`src/verilog/lcr_pkg.sv`:
```
// constants for the regulator control register bank
// assumes an 8-bit register port with 8-bit addresses
package lcr_pkg;
   localparam int CHAN_COUNT = 4;
   localparam logic [7:0] ADDR_A_LEVEL = 8'h50;
   localparam logic [7:0] ADDR_A_CONTROL = 8'h51;
   localparam logic [7:0] ADDR_B_LEVEL = 8'h54;
   localparam logic [7:0] ADDR_B_CONTROL = 8'h55;
   localparam logic [7:0] ADDR_C_LEVEL = 8'h60;
   localparam logic [7:0] ADDR_C_CONTROL = 8'h61;
   localparam logic [7:0] ADDR_D_LEVEL = 8'h64;
   localparam logic [7:0] ADDR_D_CONTROL = 8'h65;
   localparam int LEVEL_MSB = 5;
   localparam int BIT_ENABLE = 7;
   localparam int BIT_BLEED = 6;
   localparam int BIT_QUIET = 5;
   localparam int WAIT_MSB = 4;
   localparam int WAIT_LSB = 2;
   localparam int BIT_FAULT_ALLOW = 1;
   localparam int BIT_GOOD = 0;
   localparam logic [5:0] LEVEL_RESET = 6'h00;
   localparam logic [6:0] CONTROL_RESET = 7'h00;
   localparam logic [7:0] UNMAPPED_READ = 8'h00;
endpackage

```
`src/verilog/lcr_chan_mem.sv`:
```
// per-channel storage of level and writable control bits
// assumes writes come from the register bank on clk_sys
`timescale 1ns/1ps
`default_nettype none
module lcr_chan_mem
   import lcr_pkg::*;
(
   // clock and reset
   input wire logic clk_sys,
   input wire logic rst_b,
   // write side
   input wire logic writeLevel,
   input wire logic writeControl,
   input wire logic [1:0] chanSel,
   input wire logic [7:0] writeData,
   // stored values
   output logic [CHAN_COUNT*6-1:0] levelAll,
   output logic [CHAN_COUNT*7-1:0] controlAll
);
   typedef struct packed {
      logic [CHAN_COUNT-1:0][5:0] level;
      logic [CHAN_COUNT-1:0][6:0] control;
   } lcr_mem_type;

   lcr_mem_type state;
   lcr_mem_type next_state;

   // only writable bits are captured
   always_comb begin
      next_state = state;
      if (writeLevel) begin
         next_state.level[chanSel] = writeData[LEVEL_MSB:0]; // RL1
      end
      if (writeControl) begin
         next_state.control[chanSel] = writeData[7:1]; // RL8
      end
   end

   // storage registers
   always_ff @(posedge clk_sys or negedge rst_b) begin
      if (!rst_b) begin
         state <= '{level: {CHAN_COUNT{LEVEL_RESET}}, control: {CHAN_COUNT{CONTROL_RESET}}};
      end else begin
         state <= next_state;
      end
   end

   assign levelAll = state.level;
   assign controlAll = state.control;
endmodule
`default_nettype wire

```
`src/verilog/lcr_bank.sv`:
```
// register bank for four linear regulator channels
// assumes a serial interface front end delivers byte reads/writes on clk_sys
// What this block does
// (RL1) each channel level register holds six-bit level code; bits 7:6 read zero
// (RL2) control bit 7 enables the regulator; one on, zero off
// (RL3) control bit 6 selects output bleed while the channel is shut down
// (RL4) control bit 5 selects low quiescent operation
// (RL5) control bits 4:2 hold the turn-on wait code
// (RL6) control bit 1 lets a channel fault raise the interrupt
// (RL7) control bit 0 reads live power-good, read only
// (RL8) writes to reserved or read-only bits change nothing
`timescale 1ns/1ps
`default_nettype none
module lcr_bank
   import lcr_pkg::*;
(
   // clock and reset
   input wire logic clk_sys,
   input wire logic rst_b,
   // register port from serial interface
   input wire logic regWrite,
   input wire logic regRead,
   input wire logic [7:0] regAddr,
   input wire logic [7:0] regWriteData,
   output logic [7:0] regReadData,
   output logic regHit,
   // analog status from the channels
   input wire logic [CHAN_COUNT-1:0] powerGoodPin,
   input wire logic [CHAN_COUNT-1:0] faultPin,
   // controls to the channels
   output logic [CHAN_COUNT*6-1:0] outputLevelCode,
   output logic [CHAN_COUNT-1:0] chanEnable,
   output logic [CHAN_COUNT-1:0] outputBleed,
   output logic [CHAN_COUNT-1:0] quiescentSaving,
   output logic [CHAN_COUNT*3-1:0] turnOnWaitCode,
   output logic faultIrq
);
   typedef enum logic [2:0] {
      KIND_NONE = 3'b001,
      KIND_LEVEL = 3'b010,
      KIND_CONTROL = 3'b100
   } lcr_kind_type;

   typedef struct packed {
      logic [CHAN_COUNT-1:0] goodMeta;
      logic [CHAN_COUNT-1:0] goodSync;
      logic [CHAN_COUNT-1:0] faultMeta;
      logic [CHAN_COUNT-1:0] faultSync;
      logic [7:0] readData;
      logic hit;
      logic irq;
   } lcr_bank_type;

   lcr_bank_type state;
   lcr_bank_type next_state;
   logic [CHAN_COUNT*6-1:0] levelAll;
   logic [CHAN_COUNT*7-1:0] controlAll;
   lcr_kind_type accessKind;
   logic [1:0] accessChan;
   logic [7:0] controlByte;
   logic [CHAN_COUNT-1:0] faultGated;

   // address decode into register kind and channel
   function automatic lcr_kind_type decode_kind(input logic [7:0] addr);
      case (addr)
         ADDR_A_LEVEL, ADDR_B_LEVEL, ADDR_C_LEVEL, ADDR_D_LEVEL: decode_kind = KIND_LEVEL;
         ADDR_A_CONTROL, ADDR_B_CONTROL, ADDR_C_CONTROL, ADDR_D_CONTROL: begin
            decode_kind = KIND_CONTROL;
         end
         default: decode_kind = KIND_NONE;
      endcase
   endfunction

   function automatic logic [1:0] decode_chan(input logic [7:0] addr);
      case (addr)
         ADDR_B_LEVEL, ADDR_B_CONTROL: decode_chan = 2'h1;
         ADDR_C_LEVEL, ADDR_C_CONTROL: decode_chan = 2'h2;
         ADDR_D_LEVEL, ADDR_D_CONTROL: decode_chan = 2'h3;
         default: decode_chan = 2'h0;
      endcase
   endfunction

   assign accessKind = decode_kind(regAddr);
   assign accessChan = decode_chan(regAddr);

   // storage of writable fields
   lcr_chan_mem u_mem (
      .clk_sys(clk_sys),
      .rst_b(rst_b),
      .writeLevel(regWrite && accessKind == KIND_LEVEL), // RL8
      .writeControl(regWrite && accessKind == KIND_CONTROL), // RL8
      .chanSel(accessChan),
      .writeData(regWriteData),
      .levelAll(levelAll),
      .controlAll(controlAll)
   );

   // read byte for the addressed control register, good bit live
   always_comb begin
      controlByte = {controlAll[accessChan*7 +: 7], state.goodSync[accessChan]}; // RL7
   end

   // synchronise pins, register read data and interrupt
   always_comb begin
      next_state = state;
      next_state.goodMeta = powerGoodPin;
      next_state.goodSync = state.goodMeta;
      next_state.faultMeta = faultPin;
      next_state.faultSync = state.faultMeta;
      next_state.hit = regRead && accessKind != KIND_NONE;
      if (regRead) begin
         case (accessKind)
            KIND_LEVEL: next_state.readData = {2'b00, levelAll[accessChan*6 +: 6]}; // RL1
            KIND_CONTROL: next_state.readData = controlByte;
            default: next_state.readData = UNMAPPED_READ; // RL8
         endcase
      end
      next_state.irq = |faultGated;
   end

   // state registers
   always_ff @(posedge clk_sys or negedge rst_b) begin
      if (!rst_b) begin
         state <= '0;
      end else begin
         state <= next_state;
      end
   end

   // fan stored fields out to the channels
   always_comb begin
      for (int i = 0; i < CHAN_COUNT; i++) begin
         chanEnable[i] = controlAll[i*7 + BIT_ENABLE - 1]; // RL2
         outputBleed[i] = controlAll[i*7 + BIT_BLEED - 1] && !chanEnable[i]; // RL3
         quiescentSaving[i] = controlAll[i*7 + BIT_QUIET - 1]; // RL4
         turnOnWaitCode[i*3 +: 3] = controlAll[i*7 + WAIT_LSB - 1 +: 3]; // RL5
         faultGated[i] = controlAll[i*7 + BIT_FAULT_ALLOW - 1] && state.faultSync[i]; // RL6
      end
   end

   assign outputLevelCode = levelAll;
   assign regReadData = state.readData;
   assign regHit = state.hit;
   assign faultIrq = state.irq;
endmodule
`default_nettype wire

```
`config.mk`:
```
export PLATFORM = sky130hd
export DESIGN_NAME = lcr_bank
export DESIGN_NICKNAME = d
export VERILOG_FILES = /design/src/verilog/lcr_pkg.sv /design/src/verilog/lcr_chan_mem.sv /design/src/verilog/lcr_bank.sv
export SDC_FILE = /design/constraint.sdc
export NUM_CORES = 1
export LEC_CHECK = 0
export BUFFER_PORTS_ARGS = -buffer_cell sky130_fd_sc_hd__buf_2
export CORE_MARGIN = 1
export CORE_UTILIZATION = 50
export CTS_BUF_LIST = sky130_fd_sc_hd__clkbuf_4
export CTS_CLUSTER_DIAMETER = 60
export DETAILED_ROUTE_END_ITERATION = 16
export GPL_ROUTABILITY_DRIVEN = 0
export PLACE_DENSITY = 0.78
export SLEW_MARGIN = 20
export SYNTH_ARGS = -nofsm -noshare
export SYNTH_HDL_FRONTEND = slang
export SYNTH_SLANG_ARGS = --single-unit
```
`constraint.sdc`:
```
create_clock -name clk_sys -period 1.1 [get_ports clk_sys]
set_input_delay 0.11 -clock clk_sys [delete_from_list [all_inputs] [get_ports clk_sys]]
set_output_delay 0.11 -clock clk_sys [all_outputs]
set_load 0.1 [all_outputs]
```
==> metrics.md, run 1 <==
| Metric | Value |
|---|---|
| Slew of the pin with the lowest slew margin | 483 ps |
| HPWL after detailed placement | 7290 um |
| Shortest period the worst path allows | 2080 ps |
| Final clock skew | 17.3 ps |
| Number of buffers on the longest clock path | 2 |
| Total iterations of the first detailed-routing run | 7 |
| Count of pins over their slew limit | 0 |
| Number of standard cells in the final layout excluding fillers | 574 |
| Site row count | 31 |
| Max-cap violations | 0 |
| Area of the mapped netlist | 3730 sq um |
| NumNets Final | 499 |
| Area Overhead vs Synth | 74.6% |
| Crit path setup slack, layout | -978 ps |
| Final standard cell utilization of the core | 90.2% |
| CTS tree | yes |
| Post-route DRC | 0 |
| Worst endpoint required time | 1420 ps |
| Share of post-route cells with drive strength above 1 | around two thirds |
| Reg-to-reg startpoint | u_mem.controlAll[24]$_DFFE_PN0P_ |
| PD cells | 1030 nW/um^2 |
| Portion of netlist area occupied by mux cells | 19.1% |
| Vias in the first global route | 3713 |
| Switching power summed over all nets | ~2300 uW |
| Top-level port count | between 80 and 90 |
| Average via count per standard cell | 6.61 |
| Cells after DPL | 494 |
| Number of storage elements in the synthesis netlist | a little under 80 |
| Critical Setup Path Class | in2reg |
| Unrepaired setup endpoints after global routing | yes |
| Post-Synthesis Cells | 291 |
| TritonCTS Sinks | 78 |
| Final worst path period share | 189% |
| Final hold slack | 45.4 ps |
| Clock transition at the register clock pins on the worst setup and hold paths after CTS | 140 ps |
| Largest net degree at the start of global routing | between 70 and 80 |
| Comb pwr share | 26.8% |
| Syn_nets | between 300 and 400 |
| Clock latency of the later-clocked register in the worst-skew pair | 470 ps |
| Worst min-delay path class | in2reg |
| Dominant combinational cell family by area after synthesis | multiplexers |
| Routed wire length | 16500 um |
| Synth warnings | 0 |
| Startpoint of the tightest hold check path | regWriteData[1] |
| Total of endpoints with negative setup slack in the final report | 119 |
| Origin of the worst setup path | regAddr[3] |
| Residual overflow from global routing | 0 |
| Mean routed wirelength per cell | ~29 um |
| First-pass GRT wire length | 21200 um |
| Share of total power in sequential cells | 46.3% |
| Number of antenna violations at the first check in global routing | 1 |
| Number of levels in the clock H-tree | 3 |
| Die area | 7800 sq um |
| Clock buffer count from CTS | 9 |
| Maximum fanout along the worst path | 6 |
| Worst Setup End Kind | register |
| Port-buffer cells | between 80 and 90 |
| Residual antenna-violating net count after detailed routing | 0 |
| Standby leakage power | 0.00303 uW |
| Initial cell density of the core | 51.7% |
| Number of distinct standard cells referenced by the synthesized netlist | 41 |
| Library cell used as clock root buffer | sky130_fd_sc_hd__clkbuf_4 |
| Type of element launching the critical path | primary input |
| Average cell area after synthesis | 12.8 sq um |
| Status | finished, violations left |
| Total global routing track utilization | 38.5% |
| Adder and majority cell fraction of the synthesized area | approximately 1% |
| Hold Vio Cnt, Final | 0 |
| Die W | 88.3 um |
| Core box area | about 7000 sq um |
| Part of the Yosys area used for sequential elements | 52.4% |
| Dpl ws | -1070 ps |
| Simple logic cell fraction of the synthesized area | 9.60% |
| Top achievable clock speed | 0.481 GHz |
| Starting DRC count in detailed routing | ~640 |
| Highest ir drop seen on vdd | 0.991 mV |
| Cell internal power dissipation | 4410 uW |
| Net switching fraction of the power | approximately 34% |
| Post-synthesis share of cell area spent on xor and xnor gates | less than 1% |
| Total negative slack for setup checks | -41240 ps |
| Worst slew margin | 67.8% |
| Commonest cells after routing, fill and taps aside | 69 x sky130_fd_sc_hd__dfrtp_1, 69 x sky130_fd_sc_hd__buf_4, 60 x sky130_fd_sc_hd__buf_12, 42 x sky130_fd_sc_hd__buf_6, 36 x sky130_fd_sc_hd__mux2_2 |
| CP arrival | 2400 ps |
| Vias after detailed routing | 3795 |
| Share of the synthesized area in compound gates (AO/OA/AOI/OAI) | approximately a tenth |
| Violations in the final reports | negative setup slack |
| Clock power frac | between 20% and 30% |
| Floorplan die height | about 90 um |
[path summary, 6_finish.rpt]
check | endpoint | slack, ps | depth (start not counted)
setup reg to reg | regReadData[4]$_DFFE_PN0P_ | -420 | 4
hold / removal | u_mem.levelAll[13]$_DFFE_PN0P_ | 50 | 2
min in group asynchronous | u_mem.levelAll[6]$_DFFE_PN0P_ | 190 | 3
setup / recovery | regReadData[4]$_DFFE_PN0P_ | -980 | 10
max in group asynchronous | u_mem.controlAll[20]$_DFFE_PN0P_ | 490 | 3
hold reg to reg | state[12]$_DFF_PN0_ | 370 | 0
[logic make-up after synthesis]
kind of cell / Yosys count
AND/OR/NAND/NOR: 50
adder cells (fa/ha/maj): 3
multiplexers: 64
buffers and inverters: 49
XOR/XNOR: 2
AO/OA/AOI/OAI: 45
flip-flops: 78
[state kept, by name, summed over array words and instances (netlist names)]
signal / count
u_mem.controlAll: 28
u_mem.levelAll: 24
next_state: 8
regReadData: 8
state: 8
faultIrq: 1
regHit: 1
[stage by stage]
step           total power (uW)  instance area [sq um]
6_report                   6700                   6510
3_5_place_dp               4600                   5460
3_3_place_gp               4560                   5460
2_1_floorplan              3960                   3880
4_1_cts                    6460                   6320
5_1_grt                    6880                   6500
[cells in the mapped netlist]
cell                        number  share of area (%)
sky130_fd_sc_hd__nor3_2          1               0.27
sky130_fd_sc_hd__dfrtp_1        78                 52
sky130_fd_sc_hd__nor2_4          1               0.30
sky130_fd_sc_hd__clkinv_1        1               0.10
sky130_fd_sc_hd__o2bb2ai_1       2               0.47
sky130_fd_sc_hd__o211ai_1        6                1.2
sky130_fd_sc_hd__nor4b_1         1               0.24
sky130_fd_sc_hd__buf_1           1               0.10
sky130_fd_sc_hd__or4b_1          1               0.27
sky130_fd_sc_hd__ha_1            3                1.0
sky130_fd_sc_hd__a211oi_1        2               0.40
sky130_fd_sc_hd__xnor2_1         1               0.24
sky130_fd_sc_hd__mux2i_1         6                1.6
sky130_fd_sc_hd__a21oi_1         7               0.94
sky130_fd_sc_hd__nor2_1          1               0.10
sky130_fd_sc_hd__nand2_1         7               0.71
sky130_fd_sc_hd__and4_1          2               0.47
sky130_fd_sc_hd__nand3_4         2               0.94
sky130_fd_sc_hd__mux2_1          1               0.30
sky130_fd_sc_hd__buf_2           4               0.54
sky130_fd_sc_hd__nand3b_1        6                1.2
sky130_fd_sc_hd__a222oi_1        6                1.6
sky130_fd_sc_hd__nand2b_1        2               0.34
sky130_fd_sc_hd__a31o_2          6                1.4
sky130_fd_sc_hd__buf_4          30                6.0
sky130_fd_sc_hd__nor2b_1         5               0.84
sky130_fd_sc_hd__and3_1          3               0.50
sky130_fd_sc_hd__a221oi_1        2               0.47
sky130_fd_sc_hd__or3_4           1               0.30
sky130_fd_sc_hd__nand4_2         2               0.67
sky130_fd_sc_hd__nand4_1         6                1.0
sky130_fd_sc_hd__mux2_2         57                 17
sky130_fd_sc_hd__o21ai_0         6               0.81
sky130_fd_sc_hd__a32o_1          6                1.6
sky130_fd_sc_hd__and2_1          1               0.17
sky130_fd_sc_hd__clkbuf_1       10                1.0
sky130_fd_sc_hd__nor4_1          6                1.0
sky130_fd_sc_hd__xor2_1          1               0.24
sky130_fd_sc_hd__nor3_1          2               0.27
sky130_fd_sc_hd__a22oi_1         2               0.40
sky130_fd_sc_hd__inv_1           3               0.30
[power groups by stage]
stage          sequential [uW]  combinational, uW  clock [uW]
6_report                  3100               1790        1810
5_1_grt                   3110               1840        1940
4_1_cts                   3080               1660        1730
3_5_place_dp              3140               1470           0
3_3_place_gp              3130               1440           0
2_1_floorplan             3380                590           0
[critical path: stages]
cell and delay [ps]:
sky130_fd_sc_hd__buf_6 90, sky130_fd_sc_hd__or4b_4 550, sky130_fd_sc_hd__nor3_4 210, sky130_fd_sc_hd__inv_2 80
sky130_fd_sc_hd__ha_4 300, sky130_fd_sc_hd__nand3b_1 230, sky130_fd_sc_hd__buf_6 220, sky130_fd_sc_hd__nor4_4 60
sky130_fd_sc_hd__a21oi_1 340, sky130_fd_sc_hd__o211ai_1 190
[routing by layer]
metal | wire [um] | track usage, % | part of all wire, %
met1 | 5470 | 43.8 | 33
met2 | 8010 | 64.9 | 49
met3 | 1630 | 11.0 | 9.9
met4 | 1360 | 22.1 | 8.2
met5 | 0 | 0 | 0
[what timing repair did]
item	in CTS	in global routing
pin swaps	20	9
gates cloned	1	0
setup endpoints to repair	119	119
buffers inserted	31	20
hold buffers	12	2
resized for setup	86	9
endpoints found under the hold margin	98	7
[layout make-up]
type / instances / area [sq um]
repair buffers: 211 / 2470
clock buffers: 10 / 75.1
inverters: 4 / 15.0
diodes: 2 / 5.00
well taps: 99 / 124
multi-input cells: 164 / 1790
flip-flops and latches: 78 / 1960
fillers: 259 / 708
clock inverters: 6 / 62.6
No activity file was read; power rests on OpenSTA's default activity.
==> run 2: changes to the inputs <==
--- a/config.mk
+++ b/config.mk
@@ -12,8 +12,9 @@
 export CTS_CLUSTER_DIAMETER = 60
 export DETAILED_ROUTE_END_ITERATION = 16
 export GPL_ROUTABILITY_DRIVEN = 0
-export PLACE_DENSITY = 0.78
+export PLACE_DENSITY = 0.79
 export SLEW_MARGIN = 20
 export SYNTH_ARGS = -nofsm -noshare
 export SYNTH_HDL_FRONTEND = slang
+export SYNTH_HIERARCHICAL = 1
 export SYNTH_SLANG_ARGS = --single-unit
==> run 2 against run 1 <==
The flow now stops in global routing (5_1_grt). Synthesized cell count down 13%. Area after synthesis down 7.2%.
==> metrics.md, run 2 <==
| Metric | Value |
|---|---|
| HPWL after detailed placement | 7500 um (+2.9%) |
| Ranking of synthesized cells by area | sky130_fd_sc_hd__dfrtp_1 56%, sky130_fd_sc_hd__mux2_2 17%, sky130_fd_sc_hd__a22o_1 3.0%, sky130_fd_sc_hd__buf_4 2.2%, sky130_fd_sc_hd__a22oi_1 1.7% |
| Syn_nets | 285 (-11%) |
| Synth warnings | 6 (+6) |
| Number of distinct standard cells referenced by the synthesized netlist | 38 (-7.3%) |
| Site row count | 29 (-6.5%) |
| Floorplan die height | 85.2 um (-3.6%) |
| Top-level port count | 86 (unchanged) |
| List of most frequent post-synthesis cells | 78 x sky130_fd_sc_hd__dfrtp_1, 52 x sky130_fd_sc_hd__mux2_2, 12 x sky130_fd_sc_hd__a22o_1 |
| Number of enable flip-flop cells after synthesis | 0 (unchanged) |
| Area of the mapped netlist | 3460 sq um (-7.2%) |
| Number of buffers on the longest clock path | 2 (unchanged) |
| Clock buffer count from CTS | 9 (unchanged) |
| Dominant register cell in the synthesized netlist | sky130_fd_sc_hd__dfrtp_1 |
| TritonCTS Sinks | 78 (unchanged) |
| Cells after DPL | 460 (-6.9%) |
| Library cell with the largest summed area after synthesis | sky130_fd_sc_hd__dfrtp_1 |
| Largest net degree at the start of global routing | 24 |
| Part of the Yosys area used for sequential elements | 56.4% (+4.1 points) |
| First logged error message | [ERROR DPL-0038] Utilization greater than 100%, impossible to legalize |
| Top cell type's share of synthesized area | 56.4% (+4.1 points) |
| Average cell area after synthesis | 13.6 sq um (+6.3%) |
| Port-buffer cells | 85 (unchanged) |
| Library cell used as clock root buffer | sky130_fd_sc_hd__clkbuf_4 |
| Die W | 85.2 um (-3.6%) |
| Number of storage elements in the synthesis netlist | 78 (unchanged) |
| Worst EP post-GRT repair | regReadData[2]$_DFFE_PN0P_/D |
| Status | aborted with a tool error |
| Initial cell density of the core | 53.2% (+1.6 points) |
| Post-Synthesis Cells | 254 (-13%) |
| Fail Step | global routing (5_1_grt) |
| Kind of the worst endpoint | sequential cell input |
| Share of async-settable or async-resettable flops after synthesis | 100% (unchanged) |
| Most used standard cell by instance count after synthesis | sky130_fd_sc_hd__dfrtp_1 |
| Number of levels in the clock H-tree | 3 (unchanged) |
[run 2: kinds of logic after synthesis]
family	after synthesis	share of synthesized area, %
XOR/XNOR	1	0.253
adder cells (fa/ha/maj)	3	1.09
flip-flops	78	56.4
AO/OA/AOI/OAI	43	10.3
AND/OR/NAND/NOR	48	10.0
multiplexers	54	17.5
buffers and inverters	27	4.38
[run 2: through the flow]
step	TNS (ps)	area (sq um)	worst slack [ps]
after CTS	-28920	6290	-420
after detailed placement	-51800	5330	-935
after global placement	-47220	5330	-831
after floorplan	-60850	3560	-1090
[run 2: what timing repair did]
item | CTS
resized for setup | 71
pin swaps | 5
hold buffers | 12
gates cloned | 0
endpoints found under the setup margin | 118
hold endpoints to repair | 98
buffers inserted | 49
==> run 3: changes to the inputs <==
--- a/config.mk
+++ b/config.mk
@@ -7,12 +7,10 @@
 export LEC_CHECK = 0
 export BUFFER_PORTS_ARGS = -buffer_cell sky130_fd_sc_hd__buf_2
 export CORE_MARGIN = 1
-export CORE_UTILIZATION = 50
-export CTS_BUF_LIST = sky130_fd_sc_hd__clkbuf_4
-export CTS_CLUSTER_DIAMETER = 60
+export CORE_UTILIZATION = 40
 export DETAILED_ROUTE_END_ITERATION = 16
 export GPL_ROUTABILITY_DRIVEN = 0
-export PLACE_DENSITY = 0.79
+export PLACE_DENSITY_LB_ADDON = 0.15
 export SLEW_MARGIN = 20
 export SYNTH_ARGS = -nofsm -noshare
 export SYNTH_HDL_FRONTEND = slang
==> constraint.sdc (replaced) <==
create_clock -name clk_sys -period 1.4 [get_ports clk_sys]
set_input_delay 0.14 -clock clk_sys [delete_from_list [all_inputs] [get_ports clk_sys]]
set_output_delay 0.14 -clock clk_sys [all_outputs]
set_load 0.1 [all_outputs]
==> run 3 against run 2 <==
The flow now finishes, with violations (negative setup slack). Synthesized cell count did not move. Area after synthesis stayed put.
==> metrics.md, run 3 <==
| Metric | Value |
|---|---|
| Wire length on met2 | 4690 um |
| CP arrival | 1890 ps |
| Dominant register cell in the synthesized netlist | sky130_fd_sc_hd__dfrtp_1 |
| Share of async-settable or async-resettable flops after synthesis | 100% (unchanged) |
| Post-Synthesis Cells | 254 (unchanged) |
| Share of the synthesized area in compound gates (AO/OA/AOI/OAI) | 10.3% (unchanged) |
| Critical Setup Path Class | in2reg |
| Power, Total | 5030 uW |
| Standby leakage power | 0.00265 uW |
| Top cell type's share of synthesized area | 56.4% (unchanged) |
| Total length of routed met3 wires | 333 um |
| Area Overhead vs Synth | 44.8% |
| CTS tree | yes |
| Area of the mapped netlist | 3460 sq um (unchanged) |
| Final standard cell utilization of the core | 60.3% |
| PD cells | 1000 nW/um^2 |
| Library cell with the largest summed area after synthesis | sky130_fd_sc_hd__dfrtp_1 |
| Number of enable flip-flop cells after synthesis | 0 (unchanged) |
| Hold Vio Cnt, Final | 0 |
| Simple logic cell fraction of the synthesized area | 10.0% (unchanged) |
| Worst Setup End Kind | register |
| Shortest period the worst path allows | 1660 ps |
| Vias after detailed routing | 2616 |
| Worst hold path stage count | 2 |
| Top-level port count | 86 (unchanged) |
| Total global routing track utilization | between 20% and 30% |
| Adder and majority cell fraction of the synthesized area | 1.09% (unchanged) |
| Die area | around 9000 sq um |
| Total iterations of the first detailed-routing run | 4 |
| Count of pins over their slew limit | 0 |
| Ranking of synthesized cells by area | sky130_fd_sc_hd__dfrtp_1 56%, sky130_fd_sc_hd__mux2_2 17%, sky130_fd_sc_hd__a22o_1 3.0%, sky130_fd_sc_hd__buf_4 2.2%, sky130_fd_sc_hd__a22oi_1 1.7% |
| Flip-flop count of the largest register, all copies and words added | 28 |
| Commonest cells after routing, fill and taps aside | 77 x sky130_fd_sc_hd__buf_2, 75 x sky130_fd_sc_hd__dfrtp_1, 39 x sky130_fd_sc_hd__mux2_4, 30 x sky130_fd_sc_hd__buf_4, 13 x sky130_fd_sc_hd__mux2_2 |
| Post-route DRC | 0 |
| Final worst path period share | 119% |
| Highest ir drop seen on vdd | 0.635 mV |
| Total cell area at the placement stage | 4300 sq um (-19%) |
| Number of levels in the clock H-tree | 3 (unchanged) |
| Residual antenna-violating net count after detailed routing | 0 |
| Floorplan die height | 95.0 um (+12%) |
| Vias in the first global route | 2643 |
| Average cell area after synthesis | 13.6 sq um (unchanged) |
| Mean routed wirelength per cell | 19.6 um |
| Top achievable clock speed | 0.601 GHz |
| Largest net degree at the start of global routing | 39 |
| Final hold slack | 80.9 ps |
| Clock buffer count from CTS | 9 (unchanged) |
| Most used standard cell by instance count after synthesis | sky130_fd_sc_hd__dfrtp_1 |
| Number of antenna violations at the first check in global routing | 0 |
| Crit path setup slack, layout | -263 ps |
| HPWL after detailed placement | 6580 um (-12%) |
| TritonCTS Sinks | 78 (unchanged) |
| Share of post-route cells with drive strength above 1 | 62.3% |
| Routed wire length | 9540 um |
| Unrepaired setup endpoints after global routing | yes |
| Core box area | 8300 sq um |
| Part of the Yosys area used for sequential elements | 56.4% (unchanged) |
| Portion of netlist area occupied by mux cells | 17.5% (unchanged) |
| Number of distinct standard cells referenced by the synthesized netlist | 38 (unchanged) |
| Initial cell density of the core | 41.7% (-12 points) |
| Post-synthesis share of cell area spent on xor and xnor gates | 0.253% (unchanged) |
| Clock latency of the later-clocked register in the worst-skew pair | 340 ps |
| Library cell used as clock root buffer | sky130_fd_sc_hd__clkbuf_8 |
| Starting DRC count in detailed routing | between 100 and 150 |
| Status | finished, violations left |
| Number of buffers on the longest clock path | 2 (unchanged) |
| Violations in the final reports | negative setup slack |
| Total of endpoints with negative setup slack in the final report | 60 |
| NumNets Final | 409 |
| Port-buffer cells | 85 (unchanged) |
| Syn_nets | 285 (unchanged) |
| Met1 routed wirelength after detailed routing | 4310 um |
| Number of cells on the worst reg-to-reg path | 4 |
| Number of storage elements in the synthesis netlist | 78 (unchanged) |
| Worst endpoint required time | 1630 ps |
| First-pass GRT wire length | 14300 um |
| Maximum fanout along the worst path | 6 |
| Highest metal layer with signal wires | met4 |
| List of most frequent post-synthesis cells | 78 x sky130_fd_sc_hd__dfrtp_1, 52 x sky130_fd_sc_hd__mux2_2, 12 x sky130_fd_sc_hd__a22o_1 |
| Worst min-delay path class | in2reg |
| Clock transition at the register clock pins on the worst setup and hold paths after CTS | around 80 ps |
| Final clock skew | ~11 ps |
| Dominant combinational cell family by area after synthesis | multiplexers |
| Fillers | 709 |
| Worst slew margin | 67.3% |
| Diode insertion count for antenna repair | 0 |
| Die W | 95.0 um (+12%) |
| Type of element launching the critical path | primary input |
| Synth warnings | 6 (unchanged) |
| Leading cell type in the layout, fill and taps excluded | sky130_fd_sc_hd__buf_2 |
| Slew of the pin with the lowest slew margin | 493 ps |
| Residual overflow from global routing | 0 |
| Max-cap violations | 0 |
| Average via count per standard cell | 5.37 |
| Final std cell area, no fill | 5010 sq um |
| Site row count | 33 (+14%) |
-- run 3: cell counts after synthesis --
Identical to the previous run, type by type.
-- run 3: cell type report --
type	count	area [sq um]	area share, %
sequential	78	1960	39.0
timing repair buffer	134	952	19.0
tap	105	131	2.62
inverter	6	26.3	0.525
clock inverter	3	42.5	0.849
clock buffer	12	165	3.30
multi-input combinational	149	1740	34.6
-- run 3: path summary, 6_finish.rpt --
check / from / end / slack [ps]
max in group asynchronous: rst_b / u_mem/controlAll[13]$_DFFE_PN0P_ / 600
worst min-delay path: regWriteData[6] / u_mem/controlAll[12]$_DFFE_PN0P_ / 80
worst min register to register: next_state[20]$_DFF_PN0_ / state[20]$_DFF_PN0_ / 350
min in group asynchronous: rst_b / u_mem/controlAll[27]$_DFFE_PN0P_ / 230
worst max register to register: u_mem/levelAll[12]$_DFFE_PN0P_ / regReadData[0]$_DFFE_PN0P_ / 220
worst max-delay path: regAddr[7] / u_mem/levelAll[4]$_DFFE_PN0P_ / -260
-- run 3: report_power, final --
group	switching [uW]	internal (uW)
registers	67.7	2340
logic	625	241
clock network	800	958
total	1490	3540
-- run 3: per-layer routing --
layer | vias up | GRT usage [%]
met1 | 1347 | 28.8
met4 | 0 | 8.46
li1 | 1192 | -
met2 | 61 | 35.6
met3 | 16 | 3.78
met5 | - | 0
-- run 3: critical path, cell delays in order --
cell	delay [ps]
sky130_fd_sc_hd__buf_6	100
sky130_fd_sc_hd__nor4b_4	340
sky130_fd_sc_hd__nand2_2	130
sky130_fd_sc_hd__nor2_4	160
sky130_fd_sc_hd__ha_4	190
sky130_fd_sc_hd__and2_4	160
sky130_fd_sc_hd__nor3b_4	220
sky130_fd_sc_hd__buf_12	160
sky130_fd_sc_hd__mux2_4	290
-- run 3: per-stage QoR --
step	instances	setup WS, ps	setup TNS (ps)
after floorplan	254	-818	-44310
after global placement	460	-647	-33770
after detailed placement	460	-701	-36130
after CTS	486	-233	-9600
after global routing	487	-328	-16250
final	487	-263	-12630
-- run 3: what timing repair did --
action	4_1_cts	5_1_grt
pin swaps	14	11
resized for setup	61	25
endpoints found under the hold margin	30	0
hold buffers	9	0
setup buffers	2	1
setup endpoints to repair	59	61
-- run 3: logic make-up after synthesis --
kind of cell | Yosys count
and+or+nand+nor | 48
DFF | 78
buffers and inverters | 27
adders and majority gates | 3
muxes | 54
xor gates and xnor gates | 1
AOI/OAI and AO/OA | 43
